[src/verilog/acof_defs.vh]
`ifndef ACOF_DEFS_VH
`define ACOF_DEFS_VH
// register byte offsets
`define ACOF_CTRL_ADDR      4'h0
`define ACOF_OFFSET_ADDR    4'h4
`define ACOF_GAIN_ADDR      4'h8
`define ACOF_STATUS_ADDR    4'hc
`define ACOF_CYCRST_ADDR    4'h0
`define ACOF_CYCRST_ADDR_B  4'h0
`define ACOF_CYCLE_ADDR     5'h10
// control field positions
`define ACOF_CDS_BIT        0
`define ACOF_RSP_LSB        1
`define ACOF_ARP_LSB        3
`define ACOF_INV_BIT        5
`define ACOF_FMT_LSB        6
`define ACOF_LAT_LSB        8
`define ACOF_ACE_BIT        10
`define ACOF_FME_BIT        11
`define ACOF_ICS_LSB        12
`define ACOF_CSI_BIT        14
`define ACOF_CLC_LSB        15
`define ACOF_CLR_BIT        19
`define ACOF_CLE_BIT        20
// reset values
`define ACOF_CTRL_RESET     21'h000001
`define ACOF_COEF_RESET     24'h808080
// converter offsets and limits
`define ACOF_MID_OFFSET     27'sh0007fff
`define ACOF_TOP_OFFSET     27'sh000ffff
`define ACOF_WORD_MAX       16'hffff
`define ACOF_PHASE_MAX      3'h7
// bus answers
`define ACOF_RESP_OKAY      2'h0
`define ACOF_RESP_SLVERR    2'h2
`endif

[src/verilog/acof_fifo2.v]
`timescale 1ns/1ns
module acof_fifo2 #(
    parameter WIDTH = 16
) (
    input  wire             clk_sys_in,
    input  wire             rstn_in,
    input  wire [WIDTH-1:0] wr_data_in,
    input  wire             wr_valid_in,
    output wire             wr_ready_out,
    output wire [WIDTH-1:0] rd_data_out,
    output wire             rd_valid_out,
    input  wire             rd_ready_in
);
    reg [WIDTH-1:0] mem_reg [0:1];
    reg             wptr_reg;
    reg             rptr_reg;
    reg [1:0]       count_reg;
    wire            push;
    wire            pop;

    assign wr_ready_out = (count_reg != 2'h2);
    assign rd_valid_out = (count_reg != 2'h0);
    assign rd_data_out  = mem_reg[rptr_reg];
    assign push = wr_valid_in & wr_ready_out;
    assign pop  = rd_valid_out & rd_ready_in;

    always @(posedge clk_sys_in) begin
        if (!rstn_in) begin
            wptr_reg  <= 1'b0;
            rptr_reg  <= 1'b0;
            count_reg <= 2'h0;
        end else begin
            if (push) begin
                mem_reg[wptr_reg] <= wr_data_in;
                wptr_reg          <= ~wptr_reg;
            end
            if (pop)
                rptr_reg <= ~rptr_reg;
            if (push & ~pop)
                count_reg <= count_reg + 2'h1;
            else if (pop & ~push)
                count_reg <= count_reg - 2'h1;
        end
    end
endmodule // acof_fifo2

[src/verilog/acof_top.v]
// Contract
// - sample clamp pin during pixel sync
// - sampled high gives clamp on next reset
// - auto-cycle uses internal clamp select bit
// - clamp pulse from clock and sync
// - two-bit field positions clamp and reset sample
// - clamp level code, range, external select
// - double sampling references prior reset level
// - otherwise reference pin sampled with video
// - per-channel 8-bit offset and gain
// - auto-cycle steps red, green, blue, red
// - range position places black level
// - 16-bit word, code offsets, clipped
// - invert gives 65535 minus word
// - byte format, high byte first; format 3 sends four nibbles, high nibble first
// - two-bit programmable output latency
// - pin is cycle input only when enabled
`timescale 1ns/1ns
`include "acof_defs.vh"
module acof_top (
    input  wire               clk_sys_in,
    input  wire               rstn_in,
    input  wire               pixel_sync_in,
    input  wire               clamp_or_cycle_pin_in,
    input  wire signed [15:0] video_level_in,
    input  wire signed [15:0] reset_level_in,
    input  wire signed [15:0] reference_level_pin_in,
    input  wire               output_ready_in,
    output reg  [7:0]         output_bus_out,
    output reg                output_valid_out,
    output reg                output_first_out,
    output reg                clamp_pulse_out,
    output reg  [3:0]         clamp_level_code_out,
    output reg                clamp_level_range_out,
    output reg                clamp_level_dac_en_out,
    output reg  [1:0]         input_select_out,
    input  wire [4:0]         s_axi_awaddr,
    input  wire               s_axi_awvalid,
    output reg                s_axi_awready,
    input  wire [31:0]        s_axi_wdata,
    input  wire [3:0]         s_axi_wstrb,
    input  wire               s_axi_wvalid,
    output reg                s_axi_wready,
    output reg  [1:0]         s_axi_bresp,
    output reg                s_axi_bvalid,
    input  wire               s_axi_bready,
    input  wire [4:0]         s_axi_araddr,
    input  wire               s_axi_arvalid,
    output reg                s_axi_arready,
    output reg  [31:0]        s_axi_rdata,
    output reg  [1:0]         s_axi_rresp,
    output reg                s_axi_rvalid,
    input  wire               s_axi_rready
);
    reg  [20:0]        ctrl_reg;
    reg  [23:0]        offset_reg;
    reg  [23:0]        gain_reg;
    reg                aw_got_reg;
    reg                w_got_reg;
    reg  [4:0]         aw_addr_reg;
    reg  [31:0]        w_data_reg;
    reg  [3:0]         w_strb_reg;
    reg                cycle_reset_reg;
    reg                sync_prev_reg;
    reg                pin_prev_reg;
    reg                clamp_req_reg;
    reg  [2:0]         phase_reg;
    reg signed [15:0]  reset_hold_reg;
    reg  [1:0]         colour_reg;
    reg signed [16:0]  v1_reg;
    reg  [1:0]         v1_colour_reg;
    reg                v1_valid_reg;
    reg  [15:0]        word_reg;
    reg                word_valid_reg;
    reg                overrun_reg;
    reg  [15:0]        shift_reg;
    reg  [1:0]         parts_reg;
    reg  [1:0]         wait_reg;
    reg                busy_reg;
    reg  [15:0]        last_word_reg;
    reg  [31:0]        rdata_next;
    reg  [23:0]        wmerge_next;
    reg signed [26:0]  conv_next;
    reg  [15:0]        word_next;
    wire               fifo_wr_ready;
    wire [15:0]        fifo_rd_data;
    wire               fifo_rd_valid;
    wire               ser_take;
    wire               sample_now;
    wire               auto_cycle;
    wire [1:0]         coef_colour;
    wire [2:0]         clamp_phase;
    wire [7:0]         off_sel;
    wire [7:0]         gain_sel;
    wire [1:0]         arp;
    wire [1:0]         fmt;
    wire signed [16:0] v2;
    wire signed [26:0] v3;
    wire               wr_fire;

    assign arp = ctrl_reg[`ACOF_ARP_LSB+1:`ACOF_ARP_LSB];
    assign fmt = ctrl_reg[`ACOF_FMT_LSB+1:`ACOF_FMT_LSB];
    assign auto_cycle = ctrl_reg[`ACOF_ACE_BIT];
    assign sample_now = sync_prev_reg & ~pixel_sync_in;
    assign clamp_phase = {1'b0, ctrl_reg[`ACOF_RSP_LSB+1:`ACOF_RSP_LSB]}
                       + 3'h1;
    assign coef_colour = auto_cycle ? colour_reg
                       : ctrl_reg[`ACOF_ICS_LSB+1:`ACOF_ICS_LSB];
    assign off_sel  = (v1_colour_reg == 2'h1) ? offset_reg[15:8]
                    : (v1_colour_reg == 2'h2) ? offset_reg[23:16]
                    : offset_reg[7:0];
    assign gain_sel = (v1_colour_reg == 2'h1) ? gain_reg[15:8]
                    : (v1_colour_reg == 2'h2) ? gain_reg[23:16]
                    : gain_reg[7:0];
    // offset code 128 is zero correction
    assign v2 = v1_reg + $signed({1'b0, off_sel, 4'h0})
              - $signed({5'h0, 8'h80, 4'h0});
    assign v3 = (v2 * $signed({2'b00, gain_sel})) >>> 5;
    assign wr_fire = aw_got_reg & w_got_reg & ~s_axi_bvalid;
    assign ser_take = fifo_rd_valid & ~busy_reg;

    acof_fifo2 #(
        .WIDTH (16)
    ) u_fifo (
        .clk_sys_in   (clk_sys_in),
        .rstn_in      (rstn_in),
        .wr_data_in   (word_reg),
        .wr_valid_in  (word_valid_reg),
        .wr_ready_out (fifo_wr_ready),
        .rd_data_out  (fifo_rd_data),
        .rd_valid_out (fifo_rd_valid),
        .rd_ready_in  (~busy_reg)
    );

    always @* begin
        case (arp)
            2'h2:    conv_next = v3 + `ACOF_TOP_OFFSET;
            2'h3:    conv_next = v3;
            default: conv_next = v3 + `ACOF_MID_OFFSET;
        endcase
        if (conv_next < 27'sh0)
            word_next = 16'h0000;
        else if (conv_next > `ACOF_TOP_OFFSET)
            word_next = `ACOF_WORD_MAX;
        else
            word_next = conv_next[15:0];
        if (ctrl_reg[`ACOF_INV_BIT])
            word_next = `ACOF_WORD_MAX - word_next;
    end

    always @* begin
        case (aw_addr_reg[3:0])
            `ACOF_OFFSET_ADDR: wmerge_next = offset_reg;
            default:           wmerge_next = gain_reg;
        endcase
        if (w_strb_reg[0])
            wmerge_next[7:0] = w_data_reg[7:0];
        if (w_strb_reg[1])
            wmerge_next[15:8] = w_data_reg[15:8];
        if (w_strb_reg[2])
            wmerge_next[23:16] = w_data_reg[23:16];
    end

    always @* begin
        case (s_axi_araddr)
            {1'b0, `ACOF_CTRL_ADDR}:   rdata_next = {11'h0, ctrl_reg};
            {1'b0, `ACOF_OFFSET_ADDR}: rdata_next = {8'h0, offset_reg};
            {1'b0, `ACOF_GAIN_ADDR}:   rdata_next = {8'h0, gain_reg};
            {1'b0, `ACOF_STATUS_ADDR}:
                rdata_next = {last_word_reg, 12'h0, overrun_reg,
                              clamp_req_reg, colour_reg};
            default:                   rdata_next = 32'h0;
        endcase
    end

    // register bus slave
    always @(posedge clk_sys_in) begin
        if (!rstn_in) begin
            ctrl_reg        <= `ACOF_CTRL_RESET;
            offset_reg      <= `ACOF_COEF_RESET;
            gain_reg        <= `ACOF_COEF_RESET;
            aw_got_reg      <= 1'b0;
            w_got_reg       <= 1'b0;
            aw_addr_reg     <= 5'h0;
            w_data_reg      <= 32'h0;
            w_strb_reg      <= 4'h0;
            cycle_reset_reg <= 1'b0;
            s_axi_awready   <= 1'b0;
            s_axi_wready    <= 1'b0;
            s_axi_bvalid    <= 1'b0;
            s_axi_bresp     <= `ACOF_RESP_OKAY;
            s_axi_arready   <= 1'b0;
            s_axi_rvalid    <= 1'b0;
            s_axi_rresp     <= `ACOF_RESP_OKAY;
            s_axi_rdata     <= 32'h0;
        end else begin
            cycle_reset_reg <= 1'b0;
            s_axi_awready <= ~aw_got_reg & ~s_axi_awready & s_axi_awvalid;
            s_axi_wready  <= ~w_got_reg & ~s_axi_wready & s_axi_wvalid;
            if (s_axi_awvalid & s_axi_awready) begin
                aw_got_reg  <= 1'b1;
                aw_addr_reg <= s_axi_awaddr;
            end
            if (s_axi_wvalid & s_axi_wready) begin
                w_got_reg  <= 1'b1;
                w_data_reg <= s_axi_wdata;
                w_strb_reg <= s_axi_wstrb;
            end
            if (wr_fire) begin
                aw_got_reg   <= 1'b0;
                w_got_reg    <= 1'b0;
                s_axi_bvalid <= 1'b1;
                s_axi_bresp  <= `ACOF_RESP_OKAY;
                case (aw_addr_reg)
                    {1'b0, `ACOF_CTRL_ADDR}: begin
                        if (w_strb_reg[0])
                            ctrl_reg[7:0] <= w_data_reg[7:0];
                        if (w_strb_reg[1])
                            ctrl_reg[15:8] <= w_data_reg[15:8];
                        if (w_strb_reg[2])
                            ctrl_reg[20:16] <= w_data_reg[20:16];
                    end
                    {1'b0, `ACOF_OFFSET_ADDR}: offset_reg <= wmerge_next;
                    {1'b0, `ACOF_GAIN_ADDR}:   gain_reg <= wmerge_next;
                    `ACOF_CYCLE_ADDR:          cycle_reset_reg <= 1'b1;
                    {1'b0, `ACOF_STATUS_ADDR}: ;
                    default: s_axi_bresp <= `ACOF_RESP_SLVERR;
                endcase
            end else if (s_axi_bvalid & s_axi_bready) begin
                s_axi_bvalid <= 1'b0;
            end
            s_axi_arready <= ~s_axi_arready & ~s_axi_rvalid & s_axi_arvalid;
            if (s_axi_arvalid & s_axi_arready) begin
                s_axi_rvalid <= 1'b1;
                s_axi_rdata  <= rdata_next;
                s_axi_rresp  <= (s_axi_araddr[4] | (s_axi_araddr[1:0] != 2'h0))
                              ? `ACOF_RESP_SLVERR : `ACOF_RESP_OKAY;
            end else if (s_axi_rvalid & s_axi_rready) begin
                s_axi_rvalid <= 1'b0;
            end
        end
    end

    // pixel timing, clamp and sampling
    always @(posedge clk_sys_in) begin
        if (!rstn_in) begin
            sync_prev_reg  <= 1'b0;
            pin_prev_reg   <= 1'b0;
            clamp_req_reg  <= 1'b0;
            phase_reg      <= `ACOF_PHASE_MAX;
            reset_hold_reg <= 16'sh0;
            colour_reg     <= 2'h0;
            v1_reg         <= 17'sh0;
            v1_colour_reg  <= 2'h0;
            v1_valid_reg   <= 1'b0;
            clamp_pulse_out        <= 1'b0;
            clamp_level_code_out   <= 4'h0;
            clamp_level_range_out  <= 1'b0;
            clamp_level_dac_en_out <= 1'b1;
            input_select_out       <= 2'h0;
        end else begin
            sync_prev_reg <= pixel_sync_in;
            pin_prev_reg  <= clamp_or_cycle_pin_in;
            if (pixel_sync_in)
                clamp_req_reg <= auto_cycle ? ctrl_reg[`ACOF_CSI_BIT]
                                            : clamp_or_cycle_pin_in;
            if (sample_now)
                phase_reg <= 3'h1;
            else if (phase_reg != `ACOF_PHASE_MAX)
                phase_reg <= phase_reg + 3'h1;
            clamp_pulse_out <= clamp_req_reg & (phase_reg == clamp_phase)
                             & ~sample_now;
            // reset level taken at chosen phase
            if (phase_reg == clamp_phase && !sample_now)
                reset_hold_reg <= reset_level_in;
            if (cycle_reset_reg)
                colour_reg <= 2'h0;
            else if (auto_cycle & clamp_or_cycle_pin_in & ~pin_prev_reg)
                colour_reg <= (colour_reg == 2'h2) ? 2'h0
                                                   : colour_reg + 2'h1;
            input_select_out <= ctrl_reg[`ACOF_FME_BIT]
                ? ctrl_reg[`ACOF_ICS_LSB+1:`ACOF_ICS_LSB] : coef_colour;
            clamp_level_code_out   <= ctrl_reg[`ACOF_CLC_LSB+3:`ACOF_CLC_LSB];
            clamp_level_range_out  <= ctrl_reg[`ACOF_CLR_BIT];
            clamp_level_dac_en_out <= ~ctrl_reg[`ACOF_CLE_BIT];
            v1_valid_reg <= sample_now;
            if (sample_now) begin
                v1_colour_reg <= coef_colour;
                if (ctrl_reg[`ACOF_CDS_BIT])
                    v1_reg <= video_level_in - reset_hold_reg;
                else
                    v1_reg <= video_level_in - reference_level_pin_in;
            end
        end
    end

    // word stage, buffer and output serialiser
    always @(posedge clk_sys_in) begin
        if (!rstn_in) begin
            word_reg         <= 16'h0;
            word_valid_reg   <= 1'b0;
            overrun_reg      <= 1'b0;
            last_word_reg    <= 16'h0;
            shift_reg        <= 16'h0;
            parts_reg        <= 2'h0;
            wait_reg         <= 2'h0;
            busy_reg         <= 1'b0;
            output_bus_out   <= 8'h00;
            output_valid_out <= 1'b0;
            output_first_out <= 1'b0;
        end else begin
            if (word_valid_reg & fifo_wr_ready)
                word_valid_reg <= 1'b0;
            if (v1_valid_reg) begin
                // stalled word is kept, newer pixel lost
                if (word_valid_reg & ~fifo_wr_ready) begin
                    overrun_reg <= 1'b1;
                end else begin
                    word_reg       <= word_next;
                    word_valid_reg <= 1'b1;
                    last_word_reg  <= word_next;
                end
            end
            if (output_valid_out & output_ready_in)
                output_valid_out <= 1'b0;
            if (ser_take) begin
                busy_reg  <= 1'b1;
                shift_reg <= fifo_rd_data;
                wait_reg  <= ctrl_reg[`ACOF_LAT_LSB+1:`ACOF_LAT_LSB];
                parts_reg <= (fmt == 2'h3) ? 2'h3 : 2'h1;
            end else if (busy_reg && wait_reg != 2'h0) begin
                wait_reg <= wait_reg - 2'h1;
            end else if (busy_reg &&
                         (~output_valid_out | output_ready_in)) begin
                output_valid_out <= 1'b1;
                output_first_out <= (fmt == 2'h3) ? (parts_reg == 2'h3)
                                                  : (parts_reg == 2'h1);
                if (fmt == 2'h3) begin
                    output_bus_out <= {shift_reg[15:12], 4'h0};
                    shift_reg      <= {shift_reg[11:0], 4'h0};
                end else begin
                    output_bus_out <= shift_reg[15:8];
                    shift_reg      <= {shift_reg[7:0], 8'h00};
                end
                if (parts_reg == 2'h0)
                    busy_reg <= 1'b0;
                else
                    parts_reg <= parts_reg - 2'h1;
            end
        end
    end
endmodule // acof_top
[config.mk]
export PLATFORM = sky130hd
export DESIGN_NAME = acof_top
export DESIGN_NICKNAME = d
export VERILOG_FILES = /design/src/verilog/acof_fifo2.v /design/src/verilog/acof_top.v
export VERILOG_INCLUDE_DIRS = /design/src /design/src/verilog
export SDC_FILE = /design/constraint.sdc
export NUM_CORES = 1
export LEC_CHECK = 0
export ABC_AREA = 0
export BUFFER_PORTS_ARGS = -buffer_cell sky130_fd_sc_hd__buf_2
export CORE_ASPECT_RATIO = 1.1
export CORE_MARGIN = 2
export CORE_UTILIZATION = 45
export CTS_CLUSTER_SIZE = 8
export DETAILED_ROUTE_END_ITERATION = 6
export GPL_TIMING_DRIVEN = 0
export PLACE_DENSITY = 0.69
export SYNTH_ARGS = -nofsm -noshare
export SYNTH_HDL_FRONTEND = slang
export SYNTH_SLANG_ARGS = --single-unit
export TNS_END_PERCENT = 30
[constraint.sdc]
create_clock -name clk_sys_in -period 22.7 [get_ports clk_sys_in]
set_clock_uncertainty 0.2 [all_clocks]
set_input_delay 1.135 -clock clk_sys_in [delete_from_list [all_inputs] [get_ports clk_sys_in]]
set_output_delay 1.135 -clock clk_sys_in [all_outputs]
set_load 0.02 [all_outputs]
Yosys cells after proc, flatten, opt, wreduce, memory -nomap -nowiden
Memories as Yosys holds them, arrays and structs flattened. A register that Yosys moved wholly into a read port is not among the register bits. Index checks and enable logic that the tools add are counted.

Bits in writable memories: 32. Logic and storage cells: 224. Memories kept: 1. Flip-flop bits (word level): 251.

Memories: u_fifo.mem_reg (words 2, bits a word 16, rd ports 1, clocked after Yosys merged registers in 1, write ports 1, RTL line acof_fifo2.v:14) `reg [WIDTH-1:0] mem_reg [0:1];`.

$mul: 1. Reductions and logical operators: 33. Equal/unequal tests: 21. $add $sub $neg: 14. Bitwise logic cells: 47. Mux-type cells: 58. $lt $le $gt $ge: 2.

Operator list (count): $pmux 32 s4 (1); $mux 16 (7); $mux 8 (7); $pmux 27 s2 (1); $sub 16x16->17 (2); $mux 2 (14); $gt 27x17->1 const B (1); $lt 27x1->1 const B (1); $mul 17x9->26 (1); $and 1x1->1 (24); $mux 24 (1); $mux 1 (23); $add 21x16->22 const B (1); $add 21x17->22 const B (1); $not 1->1 (21); $eq 5x4->1 const B (4); $reduce_bool 2->1 (10); $reduce_and 3->1 (6); $add 17x13->17 (1); $mux 17 (1); $sub 17x13->17 const B (1); $sub 16x16->16 const A (1); $eq 2x2->1 const B (6); $reduce_and 2->1 (6); other kinds (21) (34).

Depth between registers and ports, before layout
Depth after elaboration: 13. Gate-level depth with buffers: 46. Mapped depth without buffers: 40.

Modules after synthesis
Synthesis repeated with hierarchy kept, for this count alone.

Cell total of the unflattened synthesis: 2039. Area, all modules: 18726.7 µm².

Modules (own cells, without submodules): acof_top (area an instance 17336.6 µm², cells an instance 1962, times used 1); acof_fifo2 (area an instance 1390.1 µm², cells an instance 77, times used 1).

Least setup slack after synthesis
Ideal clock, no wire load.

Path kind: register -> register. Start point: register v1_colour_reg[0]. End point: register last_word_reg[7]. Cell stages (with the launch flop): 46. Arrival: 9.231 ns. Required time: 22.421 ns. Library setup time: 0.079 ns. Setup slack: 13.190 ns. Cells stage by stage: dfxtp_1 > buf_6 > clkbuf_1 > nand2b_1 > nand2_1 > clkbuf_1 > nor2_1 > nor2_1 > ha_1 > ha_1 > a21o_1 > a21oi_1 > o21ai_0 > a21oi_1 > o21bai_1 > a21oi_1 > o21bai_1 > a21oi_1 > [... 10 more ...] > fa_1 > inv_1 > ha_1 > clkbuf_1 > a21o_1 > a21o_1 > or3b_1 > nand3b_1 > a211oi_1 > o21ai_0 > a31oi_1 > nand4b_1 > a21oi_1 > o21a_2 > buf_6 > buf_12 > nand2_2 > o211ai_1.

Word-level cells in the longest chain between the ends: 13. Elaborated cells on any way between the ends: 18. Classes of those cells: add/sub (5); mul (1); order compare (2); eq/ne (2); mux (8).

Ends and longest elaborated chain: from (decl) (RTL line acof_top.v:71) `reg [1:0] v1_colour_reg;`; from (signal assigned) (RTL line acof_top.v:288) `v1_colour_reg <= coef_colour;`; $eq 2x2->1 (RTL line acof_top.v:110, acof_top.v:113); $mux 8 (RTL line acof_top.v:110) `: (v1_colour_reg == 2'h2) ? offset_reg[23:16]`; $mux 8 (RTL line acof_top.v:109) `assign off_sel = (v1_colour_reg == 2'h1) ? offset_reg[15:8]`; $add 17x13->17 (RTL line acof_top.v:116) `assign v2 = v1_reg + $signed({1'b0, off_sel, 4'h0})`; $sub 17x13->17 (RTL line acof_top.v:117) `- $signed({5'h0, 8'h80, 4'h0});`; $mul 17x9->26 * (RTL line acof_top.v:118) `assign v3 = (v2 * $signed({2'b00, gain_sel})) >>> 5;`; $add 21x16->22 (no line) or $add 21x17->22 (tied branches); $pmux 27 s2 * (RTL line acof_top.v:136) `case (arp)`; $gt 27x17->1 (no line); $mux 16 (RTL line acof_top.v:143) `` else if (conv_next > `ACOF_TOP_OFFSET) ``; $mux 16 * (RTL line acof_top.v:141) `if (conv_next < 27'sh0)`; $sub 16x16->16 (no line); $mux 16 * (RTL line acof_top.v:147) `` if (ctrl_reg[`ACOF_INV_BIT]) ``; to (signal assigned) (RTL line acof_top.v:321) `last_word_reg <= word_next;`; to (decl) (RTL line acof_top.v:80) `reg [15:0] last_word_reg;`.

Mark *: on every way between the ends. The rest lies on a longest branch, timed or not. A chain may end at the register's enable or synchronous reset.

Worst setup path after layout
Same ends and word-level chain as after synthesis.

==> results.md <==
- I/O pins: 164
- Die Wd: 198 um
- GPL Wtd Cong: 0.982
- H-tree levels: 2
- YS warnings: 0
- Core Area: 0.0412 mm^2
- Root buf cell: clkbuf_16
- Routed WL: 55600 um
- 1st-iter DRT viols: 1231
- Pin count of the biggest net entering global routing: 17
- Drt pass-1 iters: 6
- Max incr delay on CP: 0.70 ns
- Worst EP arrival: 11.59 ns
- Outcome: finished clean
- Final Setup Violations: 0
- Clock-pin slew on the worst setup and hold paths: about 0.050 ns
- Vias in the first global route: 15947
- Unrepaired setup endpoints after global routing: false
- Post-synth top flop: dfxtp_1
- Bufs and invs on worst path: 11
- Top post-synthesis cells by area: dfxtp_1 27%, fa_1 11%, ha_1 6.5%
- Antenna violations before repair: 1
- GRT Util Overall: 0.259
- Antenna-violating nets left: 0
- Cell accounting for the most synthesized area: dfxtp_1
- Sequential area share after synthesis: 0.319
- Setup CP Type: flop to flop
- Worst-Margin Slew: 1.28 ns
- Netlist cell types: 88
- TNS Setup: 0 ns
- Core Rows: 78
- Most frequent cell after synthesis: nand2_1
- Die Y: 218 um
- PD cells: approximately 77 mW/mm^2
- Residual DRC: 0
- Synth cell count leaders: 270 x nand2_1, 250 x dfxtp_1, 221 x nor2_1
- IO Port Bufs: 149
- Max_cap viols: 0
- Total Power: 1.63 mW
- Total number of vias: between 15000 and 20000
- Filler cells: between 3000 and 4000
- Ys async rst share: 0
- Synthesized area: 0.0187 mm^2
- First-pass GRT wire length: 86800 um
- Crit path max-delay family: compound AO/OA/AOI/OAI gates
- Vias per Instance: 5.62
- Worst path slowest cell: nor4b_1
- Flops & latches, synth: roughly 280
- Final-report max-slew violation count: 0
- Die area: 0.0432 mm^2
- Post-Syn Area per Cell: about 8.6 um^2
- Fin crit share: 0.500
- Clk buf depth: 3
- DP HPWL: 44300 um
- Post-CTS resize count: 0
- Hold_buf cts: 0
- N_diodes: 0
- CTS tree: yes
- Startpoint Class: flop
- Worst path required time: 22.95 ns
- Total CTS buffers: 41
- Final hold vios: 0
- CP max FO: 10
- Synthesized instance count: 2188
- Final #Nets: 2688
- Max VDD drop: about 0.051 mV
- Layout area overhead: 13.6%
- Fin Hold WS: around 0.23 ns
- Leak: 8.88 nW
- HP Class: flop to flop
- Initial core utilization: 0.454
- Post-route minimum period: 11.35 ns
- Number of synthesized flops with an enable pin: 32
- Ratio of cells with drive above 1 in the final layout: 0.105
- F_max: roughly 0.088 GHz
- Worst-skew pair later-pin latency: 0.54 ns
- CTS Sinks: approximately 280
- Top cell type's share of synthesized area: 0.267
- DR WL/cell: 18.8 um
- Crit path capture type: flop
- Total gr overflow: 0
- Relative slew slack: 0.141
- Post-CTS Setup Inserts: 0
[layout by cell type, fill, tap and decap left out, types with 29 or more instances in the layout]
| cell | n |
|---|---|
| edfxtp_1 | 32 |
| inv_1 | 168 |
| buf_2 | 152 |
| nand3_1 | 89 |
| nor2_1 | 220 |
| nand2_1 | 270 |
| a21oi_1 | 199 |
| fa_1 | 106 |
| a22oi_1 | 29 |
| mux2i_1 | 72 |
| ha_1 | 97 |
| nand2b_1 | 30 |
| clkbuf_16 | 41 |
| clkbuf_1 | 110 |
| and2_1 | 41 |
| o21ai_0 | 67 |
| xnor2_1 | 40 |
| dfxtp_1 | 250 |
[through the flow]
step            util  std cells  setup slack, ns  area (um^2)
4_1_cts        0.516       2952            11.52        21300
2_1_floorplan      -       2189            13.19        18700
3_5_place_dp   0.490       2898            11.63        20200
5_1_grt        0.516       2952            10.65        21300
3_3_place_gp   0.490       2898            11.79        20200
6_report       0.516       2952            11.35        21300
[cell families (layout without fill, tap and decap cells)]
kind of cell / after synthesis / in the layout / synth area share
buffers and inverters: 284 / 487 / 0.0594
other: 1 / 2 / 0.000200
adder cells (fa/ha/maj): 203 / 203 / 0.178
multiplexers: 97 / 97 / 0.0562
AO/OA/AOI/OAI: 479 / 479 / 0.164
AND/OR/NAND/NOR: 776 / 776 / 0.192
XOR/XNOR: 66 / 66 / 0.0309
flip-flops: 282 / 282 / 0.319
[power by group]
group	switching (mW)	leakage, nW	internal (mW)
logic	0.325	6.03	0.202
registers	0.0319	2.32	0.541
clock network	0.207	0.527	0.326
[per-layer routing]
metal  part of all wire  wire length, um  global-route usage
met5            0.00022               12                   0
met1               0.42            23400               0.336
met4              0.034             1910              0.0945
met2               0.47            26200               0.426
met3              0.073             4060              0.0527
[final timing paths]
kind                    start                      to  slack, ns  cells past startpoint
min              ctrl_reg[20]  clamp_level_dac_en_out       0.23                      1
min reg2reg      ctrl_reg[20]  clamp_level_dac_en_out       0.23                      1
max reg2reg  v1_colour_reg[0]        last_word_reg[7]      11.35                     44
max          v1_colour_reg[0]        last_word_reg[7]      11.35                     44
[final cells by class]
type	instances	area [um^2]	area share
Sequential cell	282	5970	0.281
Inverter	170	638	0.0300
Timing Repair Buffer	149	746	0.0351
Buffer	114	474	0.0223
Multi-Input combinational cell	1623	11700	0.548
Clock buffer	54	1080	0.0510
Tap cell	560	701	0.0330
[worst reg2reg max path: cells and delay by family, from the launching register on]
family	cells	cell delay, ns
simple gates	7	1.89
flops	1	0.32
xor+xnor	2	0.33
compound gates	17	3.74
buf+inv	11	1.77
fa+ha+maj	7	3.03
(Power assumes the default switching activity.)
